[config.mk]
export PLATFORM = sky130hd
export DESIGN_NAME = ltfc_top
export DESIGN_NICKNAME = d
export VERILOG_FILES = /design/src/ltfc_pkg.sv /design/src/ltfc_slot_sampler.sv /design/src/ltfc_top.sv
export SDC_FILE = /design/constraint.sdc
export NUM_CORES = 1
export LEC_CHECK = 0
export BUFFER_PORTS_ARGS = -buffer_cell sky130_fd_sc_hd__buf_2
export CORE_MARGIN = 2
export CORE_UTILIZATION = 57
export DETAILED_ROUTE_END_ITERATION = 7
export PLACE_DENSITY_LB_ADDON = 0.2
export SYNTH_ARGS = -nofsm -noshare
export SYNTH_HDL_FRONTEND = slang
export SYNTH_SLANG_ARGS = --single-unit
[constraint.sdc]
create_clock -name ref_clk -period 5.76 [get_ports ref_clk]
set_clock_uncertainty 0.15 [all_clocks]
set_input_delay 1.152 -clock ref_clk [delete_from_list [all_inputs] [get_ports ref_clk]]
set_output_delay 1.152 -clock ref_clk [all_outputs]
set_load 0.005 [all_outputs]
[src/ltfc_pkg.sv]
// shared constants for the line transmit framer control block
package ltfc_pkg;

    // ------------------------------------------------------------
    // register offsets on the processor port
    // ------------------------------------------------------------
    localparam logic [7:0] OFS_FRAME_CTRL = 8'ha3;
    localparam logic [7:0] OFS_TEST_CTRL  = 8'ha4;
    localparam logic [7:0] OFS_SLOT_SEL   = 8'ha5;
    localparam logic [7:0] OFS_SAMPLE_HI  = 8'ha6;
    localparam logic [7:0] OFS_SAMPLE_LO  = 8'ha7;

    // ------------------------------------------------------------
    // reset values
    // ------------------------------------------------------------
    localparam logic [7:0] FRAME_CTRL_RST = 8'h08;
    localparam logic [7:0] TEST_CTRL_RST  = 8'h00;
    localparam logic [7:0] SLOT_SEL_RST   = 8'h00;

    // ------------------------------------------------------------
    // field positions
    // ------------------------------------------------------------
    localparam int FC_LEVEL_FINE  = 6;
    localparam int FC_FIFO_RST    = 5;
    localparam int FC_FRM_RST     = 4;
    localparam int FC_ALIGN_DIS   = 3;
    localparam int FC_SLIP_DIS    = 2;
    localparam int FC_EMPTY_DIS   = 1;
    localparam int FC_FORCE_STUFF = 0;
    localparam logic [7:0] FC_WMASK = 8'h7f;
    localparam int TC_FREEZE      = 2;
    localparam int TC_CRC_INJ     = 1;
    localparam int TC_FSW_INJ     = 0;
    localparam int SEL_W          = 6;

    // ------------------------------------------------------------
    // buffer and frame geometry
    // ------------------------------------------------------------
    localparam int FIFO_BITS      = 80;
    localparam int FIFO_LEAD      = 40;
    localparam int T1_FRAME_BITS  = 193;
    localparam int T1_SLOTS       = 24;
    localparam int LINE_FRAME_BITS = 4096;

endpackage : ltfc_pkg

[src/ltfc_slot_sampler.sv]
// captures one outgoing T1 payload timeslot byte, msb first
`timescale 1ns/100ps
module ltfc_slot_sampler #(
    parameter int SLOT_OFS = 0
) (
    input  wire logic                       ref_clk,   // block clock
    input  wire logic                       rst_n,     // sync reset, active low
    input  wire logic                       clk_en,    // freezes state when low
    input  wire logic                       bit_valid, // t1 bit strobe
    input  wire logic                       bit_in,    // t1 data bit
    input  wire logic [7:0]                 bit_pos,   // position in t1 frame
    input  wire logic [ltfc_pkg::SEL_W-1:0] slot_sel,  // selected timeslot
    output logic      [7:0]                 sample     // last captured byte
);
    logic [7:0] shift_r, shift_nxt;
    logic [7:0] sample_r, sample_nxt;
    logic [7:0] tgt;
    logic [7:0] last_pos;

    // ------------------------------------------------------------
    // capture
    // ------------------------------------------------------------
    always_comb begin
        tgt = {2'b00, slot_sel} + 8'(SLOT_OFS);
        if (tgt >= 8'(ltfc_pkg::T1_SLOTS)) begin
            tgt = tgt - 8'(ltfc_pkg::T1_SLOTS);
        end
        last_pos   = {tgt[4:0], 3'b000} + 8'h08;
        shift_nxt  = shift_r;
        sample_nxt = sample_r;
        if (bit_valid) begin
            shift_nxt = {shift_r[6:0], bit_in};
            // slot plus offset of 48 or more, still out of range after one wrap, keeps the old byte
            if (tgt < 8'(ltfc_pkg::T1_SLOTS) && bit_pos == last_pos) begin
                sample_nxt = {shift_r[6:0], bit_in}; // [RQ15] [RQ16]
            end
        end
    end

    always_ff @(posedge ref_clk) begin
        if (!rst_n) begin
            shift_r  <= 8'h00;
            sample_r <= 8'h00;
        end else if (clk_en) begin
            shift_r  <= shift_nxt;
            sample_r <= sample_nxt;
        end
    end

    assign sample = sample_r;

endmodule : ltfc_slot_sampler

[src/ltfc_top.sv]
// transmit framer control registers, elastic buffer, stuffing and monitors
// Contract
// RQ1: water level reads in 0.25 UI steps when fine bit set, else 0.50 UI
// RQ2: fifo pointer reset bit written high then low resets buffer pointers
// RQ3: frame reset bit written high then low resets the line frame counter
// RQ4: alignment disable set: line frame ignores the t1 frame marker
// RQ5: alignment disable clear: line frame forced onto t1 frame marker
// RQ6: slip disable set clears overflow/underflow flags and blocks them
// RQ7: frame interrupt disable set clears empty flag and blocks frame events
// RQ8: forced stuffing inserts stuff bits every second line frame
// RQ9: automatic stuffing compares water level against reference level
// RQ10: freeze blocks buffer writes; held 80 bits are resent repeatedly
// RQ11: crc inject bit corrupts crc of one frame then self-clears
// RQ12: sync word inject bit corrupts sync word of one frame then self-clears
// RQ13: six-bit selector picks a pair of outgoing t1 timeslots to monitor
// RQ14: host waits one frame after changing selector before reading samples
// RQ15: high sample holds the selected timeslot byte, read only
// RQ16: low sample holds the following timeslot byte, read only
// RQ17: host writes zero to reserved bits of control and selector registers
// RQ18: fill above reference gives no stuff bits, below gives four
// RQ19: buffer holds 80 bits, write pointer leads read pointer by 40
// RQ20: injection bits clear after the corrupted frame; mid-frame writes wait
`timescale 1ns/100ps
module ltfc_top #(
    parameter int FRAME_BITS = ltfc_pkg::LINE_FRAME_BITS
) (
    input  wire logic       ref_clk,            // 20 MHz block clock
    input  wire logic       rst_n,              // sync reset, active low
    input  wire logic       clk_en,             // freezes all state when low
    input  wire logic       reg_cs,             // processor port select
    input  wire logic       reg_wr,             // write strobe
    input  wire logic       reg_rd,             // read strobe
    input  wire logic [7:0] reg_addr,           // register address
    input  wire logic [7:0] reg_wdata,          // write data
    output logic      [7:0] reg_rdata,          // read data, one cycle later
    input  wire logic [7:0] ref_water_level,    // signed reference level
    input  wire logic       t1_bit_valid,       // t1 payload bit strobe
    input  wire logic       t1_bit_in,          // t1 payload bit
    input  wire logic       t1_frame_marker_in, // t1 frame marker pin
    input  wire logic       line_bit_req,       // line side takes one bit
    output logic            line_bit_out,       // bit read from buffer
    output logic [7:0]      actual_water_level, // signed fill level
    output logic            frame_start,        // pulse: new line frame
    output logic            stuff_four,         // four stuff bits this frame
    output logic            crc_corrupt,        // corrupt crc this frame
    output logic            sync_word_corrupt,  // corrupt sync word this frame
    output logic            overflow_flag,      // buffer overflow alarm
    output logic            underflow_flag,     // buffer underflow alarm
    output logic            slip_irq,           // buffer interrupt pending
    output logic            frame_empty_flag,   // frame event flag
    output logic            frame_irq           // frame interrupt pending
);
    localparam logic [6:0]  LAST_PTR   = 7'(ltfc_pkg::FIFO_BITS - 1);
    localparam logic [6:0]  LEAD_PTR   = 7'(ltfc_pkg::FIFO_LEAD);
    localparam logic [15:0] LAST_FRAME = 16'(FRAME_BITS - 1);
    localparam logic [7:0]  LAST_T1    = 8'(ltfc_pkg::T1_FRAME_BITS - 1);

    // ------------------------------------------------------------
    // state
    // ------------------------------------------------------------
    logic [7:0]  fc_r, fc_nxt;
    logic        freeze_r, freeze_nxt;
    logic        crc_req_r, crc_req_nxt, crc_act_r, crc_act_nxt;
    logic        fsw_req_r, fsw_req_nxt, fsw_act_r, fsw_act_nxt;
    logic [5:0]  sel_r, sel_nxt;
    logic [79:0] mem_r, mem_nxt;
    logic [6:0]  wr_ptr_r, wr_ptr_nxt, rd_ptr_r, rd_ptr_nxt;
    logic        line_bit_r, line_bit_nxt;
    logic        ovf_r, ovf_nxt, unf_r, unf_nxt, empty_r, empty_nxt;
    logic [15:0] frame_cnt_r, frame_cnt_nxt;
    logic        stuff_r, stuff_nxt;
    logic [7:0]  t1_pos_r, t1_pos_nxt;
    logic [7:0]  rdata_r, rdata_nxt;
    logic        mk_s1_r, mk_s2_r, mk_s3_r;

    logic        wr_fc, wr_tc, wr_sel, fifo_rst_evt, frm_rst_evt;
    logic        marker_rise, align_evt, frame_wrap, do_write;
    logic [6:0]  fill;
    logic signed [9:0] level_wide;
    logic [7:0]  level_sat;
    logic [7:0]  sample_hi, sample_lo;

    // ------------------------------------------------------------
    // decode and events
    // ------------------------------------------------------------
    always_comb begin
        wr_fc  = reg_cs && reg_wr && reg_addr == ltfc_pkg::OFS_FRAME_CTRL;
        wr_tc  = reg_cs && reg_wr && reg_addr == ltfc_pkg::OFS_TEST_CTRL;
        wr_sel = reg_cs && reg_wr && reg_addr == ltfc_pkg::OFS_SLOT_SEL;
        // reset acts on the falling write, i.e. the high-then-low sequence
        fifo_rst_evt = wr_fc && fc_r[ltfc_pkg::FC_FIFO_RST]
                       && !reg_wdata[ltfc_pkg::FC_FIFO_RST]; // [RQ2]
        frm_rst_evt  = wr_fc && fc_r[ltfc_pkg::FC_FRM_RST]
                       && !reg_wdata[ltfc_pkg::FC_FRM_RST];  // [RQ3]
        marker_rise = mk_s2_r && !mk_s3_r;
        align_evt   = marker_rise && !fc_r[ltfc_pkg::FC_ALIGN_DIS]; // [RQ4] [RQ5]
        frame_wrap  = line_bit_req && frame_cnt_r == LAST_FRAME;
        do_write    = t1_bit_valid && !freeze_r; // [RQ10]
        fill = (wr_ptr_r >= rd_ptr_r) ? wr_ptr_r - rd_ptr_r
                                      : 7'(wr_ptr_r + 7'(ltfc_pkg::FIFO_BITS) - rd_ptr_r);
        // level has direction: zero at the nominal 40-bit lead
        level_wide = 10'(signed'({3'b000, fill})) - 10'(ltfc_pkg::FIFO_LEAD);
        level_wide = fc_r[ltfc_pkg::FC_LEVEL_FINE] ? level_wide <<< 2
                                                   : level_wide <<< 1; // [RQ1]
        if (level_wide > 10'sd127) begin
            level_sat = 8'h7f;
        end else if (level_wide < -10'sd128) begin
            level_sat = 8'h80;
        end else begin
            level_sat = level_wide[7:0];
        end
    end

    // ------------------------------------------------------------
    // next-state logic
    // ------------------------------------------------------------
    always_comb begin
        fc_nxt        = fc_r;
        freeze_nxt    = freeze_r;
        crc_req_nxt   = crc_req_r;
        crc_act_nxt   = crc_act_r;
        fsw_req_nxt   = fsw_req_r;
        fsw_act_nxt   = fsw_act_r;
        sel_nxt       = sel_r;
        mem_nxt       = mem_r;
        wr_ptr_nxt    = wr_ptr_r;
        rd_ptr_nxt    = rd_ptr_r;
        line_bit_nxt  = line_bit_r;
        ovf_nxt       = ovf_r;
        unf_nxt       = unf_r;
        empty_nxt     = empty_r;
        frame_cnt_nxt = frame_cnt_r;
        stuff_nxt     = stuff_r;
        t1_pos_nxt    = t1_pos_r;
        rdata_nxt     = rdata_r;

        // buffer write and read; one bit per strobe or request in the 80-bit ring
        if (do_write) begin
            mem_nxt[wr_ptr_r] = t1_bit_in;
            wr_ptr_nxt = (wr_ptr_r == LAST_PTR) ? 7'h00 : wr_ptr_r + 7'h01; // [RQ19]
            if (fill == LAST_PTR && !line_bit_req) begin
                ovf_nxt = 1'b1;
            end
        end
        if (line_bit_req) begin
            line_bit_nxt = mem_r[rd_ptr_r];
            rd_ptr_nxt = (rd_ptr_r == LAST_PTR) ? 7'h00 : rd_ptr_r + 7'h01; // [RQ10]
            if (fill == 7'h00 && !do_write) begin
                unf_nxt = 1'b1;
            end
        end
        if (fifo_rst_evt) begin
            rd_ptr_nxt = 7'h00;
            wr_ptr_nxt = LEAD_PTR; // [RQ2] [RQ19]
        end
        if (fc_r[ltfc_pkg::FC_SLIP_DIS]) begin
            ovf_nxt = 1'b0;
            unf_nxt = 1'b0; // [RQ6]
        end

        // line frame counter
        if (line_bit_req) begin
            frame_cnt_nxt = frame_wrap ? 16'h0000 : frame_cnt_r + 16'h0001;
        end
        if (align_evt || frm_rst_evt) begin
            frame_cnt_nxt = 16'h0000; // [RQ3] [RQ5]
        end

        // per-frame decisions, taken only at a frame boundary
        if (frame_start) begin
            if (fc_r[ltfc_pkg::FC_FORCE_STUFF]) begin
                stuff_nxt = !stuff_r; // [RQ8]
            end else begin
                stuff_nxt = $signed(level_sat) < $signed(ref_water_level); // [RQ9] [RQ18]
            end
            crc_act_nxt = crc_req_r && !crc_act_r;
            fsw_act_nxt = fsw_req_r && !fsw_act_r;
            if (crc_act_r) begin
                crc_req_nxt = 1'b0; // [RQ11] [RQ20]
            end
            if (fsw_act_r) begin
                fsw_req_nxt = 1'b0; // [RQ12] [RQ20]
            end
            empty_nxt = 1'b1;
        end
        if (fc_r[ltfc_pkg::FC_EMPTY_DIS]) begin
            empty_nxt = 1'b0; // [RQ7]
        end

        // t1 bit position; framing bit is position 0
        if (t1_bit_valid) begin
            t1_pos_nxt = (t1_pos_r == LAST_T1) ? 8'h00 : t1_pos_r + 8'h01;
        end
        if (marker_rise) begin
            t1_pos_nxt = 8'h00;
        end

        // register writes; a host set wins over the self-clear
        if (wr_fc) begin
            fc_nxt = reg_wdata & ltfc_pkg::FC_WMASK;
        end
        if (wr_tc) begin
            freeze_nxt = reg_wdata[ltfc_pkg::TC_FREEZE];
            if (reg_wdata[ltfc_pkg::TC_CRC_INJ]) begin
                crc_req_nxt = 1'b1; // [RQ11]
            end
            if (reg_wdata[ltfc_pkg::TC_FSW_INJ]) begin
                fsw_req_nxt = 1'b1; // [RQ12]
            end
        end
        if (wr_sel) begin
            sel_nxt = reg_wdata[ltfc_pkg::SEL_W-1:0]; // [RQ13]
        end

        // read mux; unmapped addresses read zero
        if (reg_cs && reg_rd) begin
            unique case (reg_addr)
                ltfc_pkg::OFS_FRAME_CTRL: rdata_nxt = fc_r;
                ltfc_pkg::OFS_TEST_CTRL:  rdata_nxt = {5'h00, freeze_r, crc_req_r,
                                                       fsw_req_r};
                ltfc_pkg::OFS_SLOT_SEL:   rdata_nxt = {2'b00, sel_r};
                ltfc_pkg::OFS_SAMPLE_HI:  rdata_nxt = sample_hi; // [RQ15]
                ltfc_pkg::OFS_SAMPLE_LO:  rdata_nxt = sample_lo; // [RQ16]
                default:                  rdata_nxt = 8'h00;
            endcase
        end
    end

    always_ff @(posedge ref_clk) begin
        if (!rst_n) begin
            fc_r        <= ltfc_pkg::FRAME_CTRL_RST;
            freeze_r    <= ltfc_pkg::TEST_CTRL_RST[ltfc_pkg::TC_FREEZE];
            crc_req_r   <= ltfc_pkg::TEST_CTRL_RST[ltfc_pkg::TC_CRC_INJ];
            fsw_req_r   <= ltfc_pkg::TEST_CTRL_RST[ltfc_pkg::TC_FSW_INJ];
            crc_act_r   <= 1'b0;
            fsw_act_r   <= 1'b0;
            sel_r       <= ltfc_pkg::SLOT_SEL_RST[ltfc_pkg::SEL_W-1:0];
            mem_r       <= 80'h0;
            wr_ptr_r    <= LEAD_PTR;
            rd_ptr_r    <= 7'h00;
            line_bit_r  <= 1'b0;
            ovf_r       <= 1'b0;
            unf_r       <= 1'b0;
            empty_r     <= 1'b0;
            frame_cnt_r <= 16'h0000;
            stuff_r     <= 1'b0;
            t1_pos_r    <= 8'h00;
            rdata_r     <= 8'h00;
            mk_s1_r     <= 1'b0;
            mk_s2_r     <= 1'b0;
            mk_s3_r     <= 1'b0;
        end else if (clk_en) begin
            fc_r        <= fc_nxt;
            freeze_r    <= freeze_nxt;
            crc_req_r   <= crc_req_nxt;
            fsw_req_r   <= fsw_req_nxt;
            crc_act_r   <= crc_act_nxt;
            fsw_act_r   <= fsw_act_nxt;
            sel_r       <= sel_nxt;
            mem_r       <= mem_nxt;
            wr_ptr_r    <= wr_ptr_nxt;
            rd_ptr_r    <= rd_ptr_nxt;
            line_bit_r  <= line_bit_nxt;
            ovf_r       <= ovf_nxt;
            unf_r       <= unf_nxt;
            empty_r     <= empty_nxt;
            frame_cnt_r <= frame_cnt_nxt;
            stuff_r     <= stuff_nxt;
            t1_pos_r    <= t1_pos_nxt;
            rdata_r     <= rdata_nxt;
            mk_s1_r     <= t1_frame_marker_in;
            mk_s2_r     <= mk_s1_r;
            mk_s3_r     <= mk_s2_r;
        end
    end

    // ------------------------------------------------------------
    // timeslot monitors: selected slot and the one after it
    // ------------------------------------------------------------
    ltfc_slot_sampler #(.SLOT_OFS(0)) u_sample_hi (
        .ref_clk   (ref_clk),
        .rst_n     (rst_n),
        .clk_en    (clk_en),
        .bit_valid (t1_bit_valid),
        .bit_in    (t1_bit_in),
        .bit_pos   (t1_pos_r),
        .slot_sel  (sel_r),
        .sample    (sample_hi)
    );

    ltfc_slot_sampler #(.SLOT_OFS(1)) u_sample_lo (
        .ref_clk   (ref_clk),
        .rst_n     (rst_n),
        .clk_en    (clk_en),
        .bit_valid (t1_bit_valid),
        .bit_in    (t1_bit_in),
        .bit_pos   (t1_pos_r),
        .slot_sel  (sel_r),
        .sample    (sample_lo)
    );

    // ------------------------------------------------------------
    // outputs
    // ------------------------------------------------------------
    assign frame_start        = clk_en && (frame_wrap || align_evt || frm_rst_evt);
    assign reg_rdata          = rdata_r;
    assign line_bit_out       = line_bit_r;
    assign actual_water_level = level_sat;
    assign stuff_four         = stuff_r;
    assign crc_corrupt        = crc_act_r;
    assign sync_word_corrupt  = fsw_act_r;
    assign overflow_flag      = ovf_r;
    assign underflow_flag     = unf_r;
    assign slip_irq           = ovf_r || unf_r;
    assign frame_empty_flag   = empty_r;
    assign frame_irq          = empty_r;
endmodule : ltfc_top

==> results.md <==
* Worst R2R Path Depth at 21
* Number of setup buffers added after CTS at 0
* Final min period at 5.41 ns
* Starting Density at 0.582
* Clock Latency Late Sink at 0.43 ns
* Vias per cell at 5.80
* Vias in the first global route at 7,631
* R2R setup slack at 0.83 ns
* Max VDD drop at 0.224 mV
* Gate power share at 0.111
* Ys flop type: dfxtp_1
* Mean Syn Cell Area at 8.31 µm²
* Die Span Y at 137 µm
* Gpl congestion at 0.868
* Clock-pin slew on the worst setup and hold paths at 0.06 ns
* Largest net degree at the start of global routing at 92
* Slew HR at 0.313
* Post-synth cell types at 70
* DRT antenna net count at 0
* Most common cell in the synthesized netlist: nand2_1
* Worst EP required at 4.46 ns
* Via count at 8,484
* Hold Vio Cnt, Final at 0
* Pwr Total at 2.58 mW
* GRT Total Usage at 0.259
* Seq cells post-synth at 175
* Final critical-path share of the clock period at 0.939
* Wire length per cell at 16.2 µm
* Clock power share at 0.414
* GRT overflow at 0
* Critical-path cell list: ha_1 > ha_1 > a21o_1 > a21oi_1 > xor2_1 > mux2i_1 > ha_1 > inv_1 > nand2_1 > mux2i_1 > o21a_1 > a31oi_1 > o21ai_0 > buf_2
* Seq/Total Area, Yosys at 0.349
* DR DRC count at 0
* Syn Nets at 1,280
* Worst-margin pin slew at 1.02 ns
* Kind of critical path: flop to output pin
* CTS tree: built
* Clock Path Buffers at 2
* Worst hold path type: flop to flop
* Seq pwr share at 0.475
* First-pass DRT Iterations at 6
* Setup TNS Final at 0 ns
* Dominant cell type by area after synthesis: dfxtp_1
* Die W at 137 µm
* H-Tree Depth at 4
* FMAX at 0.185 GHz
* I/O Buffers at 58
* Most common library cells after synthesis: nand2_1 (197), dfxtp_1 (175), nor2_1 (95)
* WP data arrival at 4.11 ns
* Status: completed
* Reg-to-reg startpoint: wr_ptr_r[2]
* Synth top area share at 0.349
* HPWL after DPL at 16,200 µm
* CORE AREA at 17,200 µm²
* Fin area at 11,000 µm²
* Dpl cell area at 10,400 µm²
* First-pass GRT wire length at 38,200 µm
* Async SR Flop Fraction at 0
* Pint at 1.89 mW
* R2r endpoint: stuff_four
* Mapped Area at 10,000 µm²
* Setup violators final at 0
* Worst hold start: mem_r[66]
* CP max stage cell: dfxtp_1
* RSZ-0062 raised after global routing: no
* EDFF count, synth at 0
* Final WL at 23,700 µm
* CP most frequent cell: ha_1
* Worst setup SP type: flop
* Ranking of synthesized cells by area: dfxtp_1 (35%), nand2_1 (7.4%), a21boi_0 (6.5%), mux4_2 (6.1%), nand3_1 (4.3%)
* Worst path max stage delay at 0.66 ns
* Initial antenna violation count at 0
* Layout Utilization at 0.636
* Pwr dens at 235 nW/µm²
* Cells after synthesis at 1,207
* # IOs at 60
* NetSw at 0.691 mW
* Clock Sinks at 175
* Rows at 48
* Max Slew Vio Count at 0
* Layout area overhead at 9.28%
* Syn. warnings at 0
* Leak at 3.94 nW
* Clock root buffer: clkbuf_16
* N_diodes at 0
* Filler instances at 1,455
* Die area at 18,700 µm²
* Crit. End Element: output pin
* CTS buffer count at 17
* Switching Fraction at 0.268
* Max FO, Critical Path at 14
* Initial DRC count at 580
* Share of cells above drive strength 1 at 0.123
* Max-cap violations at 0
* WHS Path Cells at 2
* Total Nets Final at 1,298
* Hold slack at 0.315 ns
* Worst Hold Path EP: mem_r[66]
power by group through the flow:
stage / sequential, mW / combinational [mW] / clock [mW]
finish: 1.23 / 0.286 / 1.07
global route: 1.23 / 0.317 / 1.13
CTS: 1.23 / 0.286 / 1.08
detailed placement: 1.25 / 0.285 / 0
global placement: 1.25 / 0.281 / 0
floorplan: 1.25 / 0.205 / 0
repair_timing:
action / CTS / global route
gates resized for setup: 0 / 3
endpoints found under the setup margin: 0 / 5
hold buffers: 0 / 0
worst max path at each step:
stage | slack [ns] | end | startpoint | cells past startpoint
after floorplan | 1.06 | stuff_four | rd_ptr_r[1] | 21
after global placement | 0.82 | actual_water_level[5] | wr_ptr_r[1] | 14
after detailed placement | 0.71 | actual_water_level[5] | wr_ptr_r[4] | 13
after CTS | 0.24 | actual_water_level[5] | wr_ptr_r[4] | 13
after global routing | 0.01 | actual_water_level[5] | wr_ptr_r[2] | 14
final | 0.35 | actual_water_level[5] | wr_ptr_r[2] | 14
layout make-up:
type,instances,area [µm²],share of cell area
repair buffers,71,390,0.0356
well taps,225,282,0.0257
inverters,38,143,0.0130
clock inverters,13,106,0.00970
multi-input cells,922,6110,0.557
clock buffers,18,429,0.0391
flip-flops and latches,175,3510,0.320
metal layers:
layer	vias to the layer above	share of wire	global-route usage
li1	4246	-	-
met1	4021	0.48	0.357
met2	188	0.46	0.414
met3	29	0.046	0.0485
met4	0	0.015	0.0758
met5	-	0	0
through the flow:
stage          std cells  setup slack, ns
4_1_cts             1462            0.240
3_3_place_gp        1431            0.817
2_1_floorplan       1207             1.06
3_5_place_dp        1431            0.712
5_1_grt             1462           0.0118
6_report            1462            0.352
kinds of logic (layout without fill, tap and decap cells):
| kind of cell | count (synthesis) | in the layout | synth area share |
|---|---|---|---|
| and+or+nand+nor | 513 | 513 | 0.240 |
| AOI/OAI and AO/OA | 257 | 257 | 0.171 |
| DFF | 175 | 175 | 0.349 |
| buffers and inverters | 110 | 140 | 0.0446 |
| muxes | 70 | 70 | 0.104 |
| xor gates and xnor gates | 43 | 43 | 0.0383 |
| adders and majority gates | 39 | 39 | 0.0531 |
worst max-delay path, delay by kind of cell (launching register included):
kind,cells,cell delay (ns)
AOI/OAI and AO/OA,5,1.12
adders and majority gates,3,1.00
DFF,1,0.66
muxes,2,0.38
buffers and inverters,2,0.34
xor gates and xnor gates,1,0.09
and+or+nand+nor,1,0.09
state kept, by name, indices dropped and copies added, names as in the netlist, 6 cells and up:
signal	count
rd_ptr_r	7
frame_cnt_r	16
reg_rdata	8
u_sample_hi.sample	8
t1_pos_r	8
mem_r	80
sel_r	6
u_sample_hi.shift_r	7
wr_ptr_r	7
fc_r	7
u_sample_lo.sample	8
layout by cell type, fill, tap and decap left out, types with 4 or more instances in the layout:
cell type | Yosys | routed
xnor2_1 | 24 | 24
mux4_2 | 27 | 27
nor2_1 | 95 | 95
a22oi_1 | 5 | 5
a221oi_1 | 4 | 4
xor2_1 | 18 | 18
inv_1 | 37 | 37
a21oi_1 | 25 | 25
nand2b_1 | 12 | 12
dfxtp_1 | 175 | 172
nand3_1 | 87 | 87
o211a_1 | 4 | 4
fa_1 | 6 | 6
and3_1 | 13 | 13
nor3_1 | 9 | 9
clkinvlp_4 | 0 | 4
a31oi_1 | 7 | 7
buf_2 | 4 | 57
mux2i_1 | 40 | 40
o21ai_0 | 84 | 84
nor2b_1 | 37 | 37
nand4_1 | 13 | 13
and2_1 | 17 | 17
nor3b_1 | 4 | 4
buf_4 | 2 | 14
a21boi_0 | 87 | 87
nand2_1 | 197 | 197
o211ai_1 | 5 | 5
ha_1 | 33 | 33
nor4_1 | 7 | 5
clkbuf_16 | 0 | 17
Power figures use the tool's default switching activity.
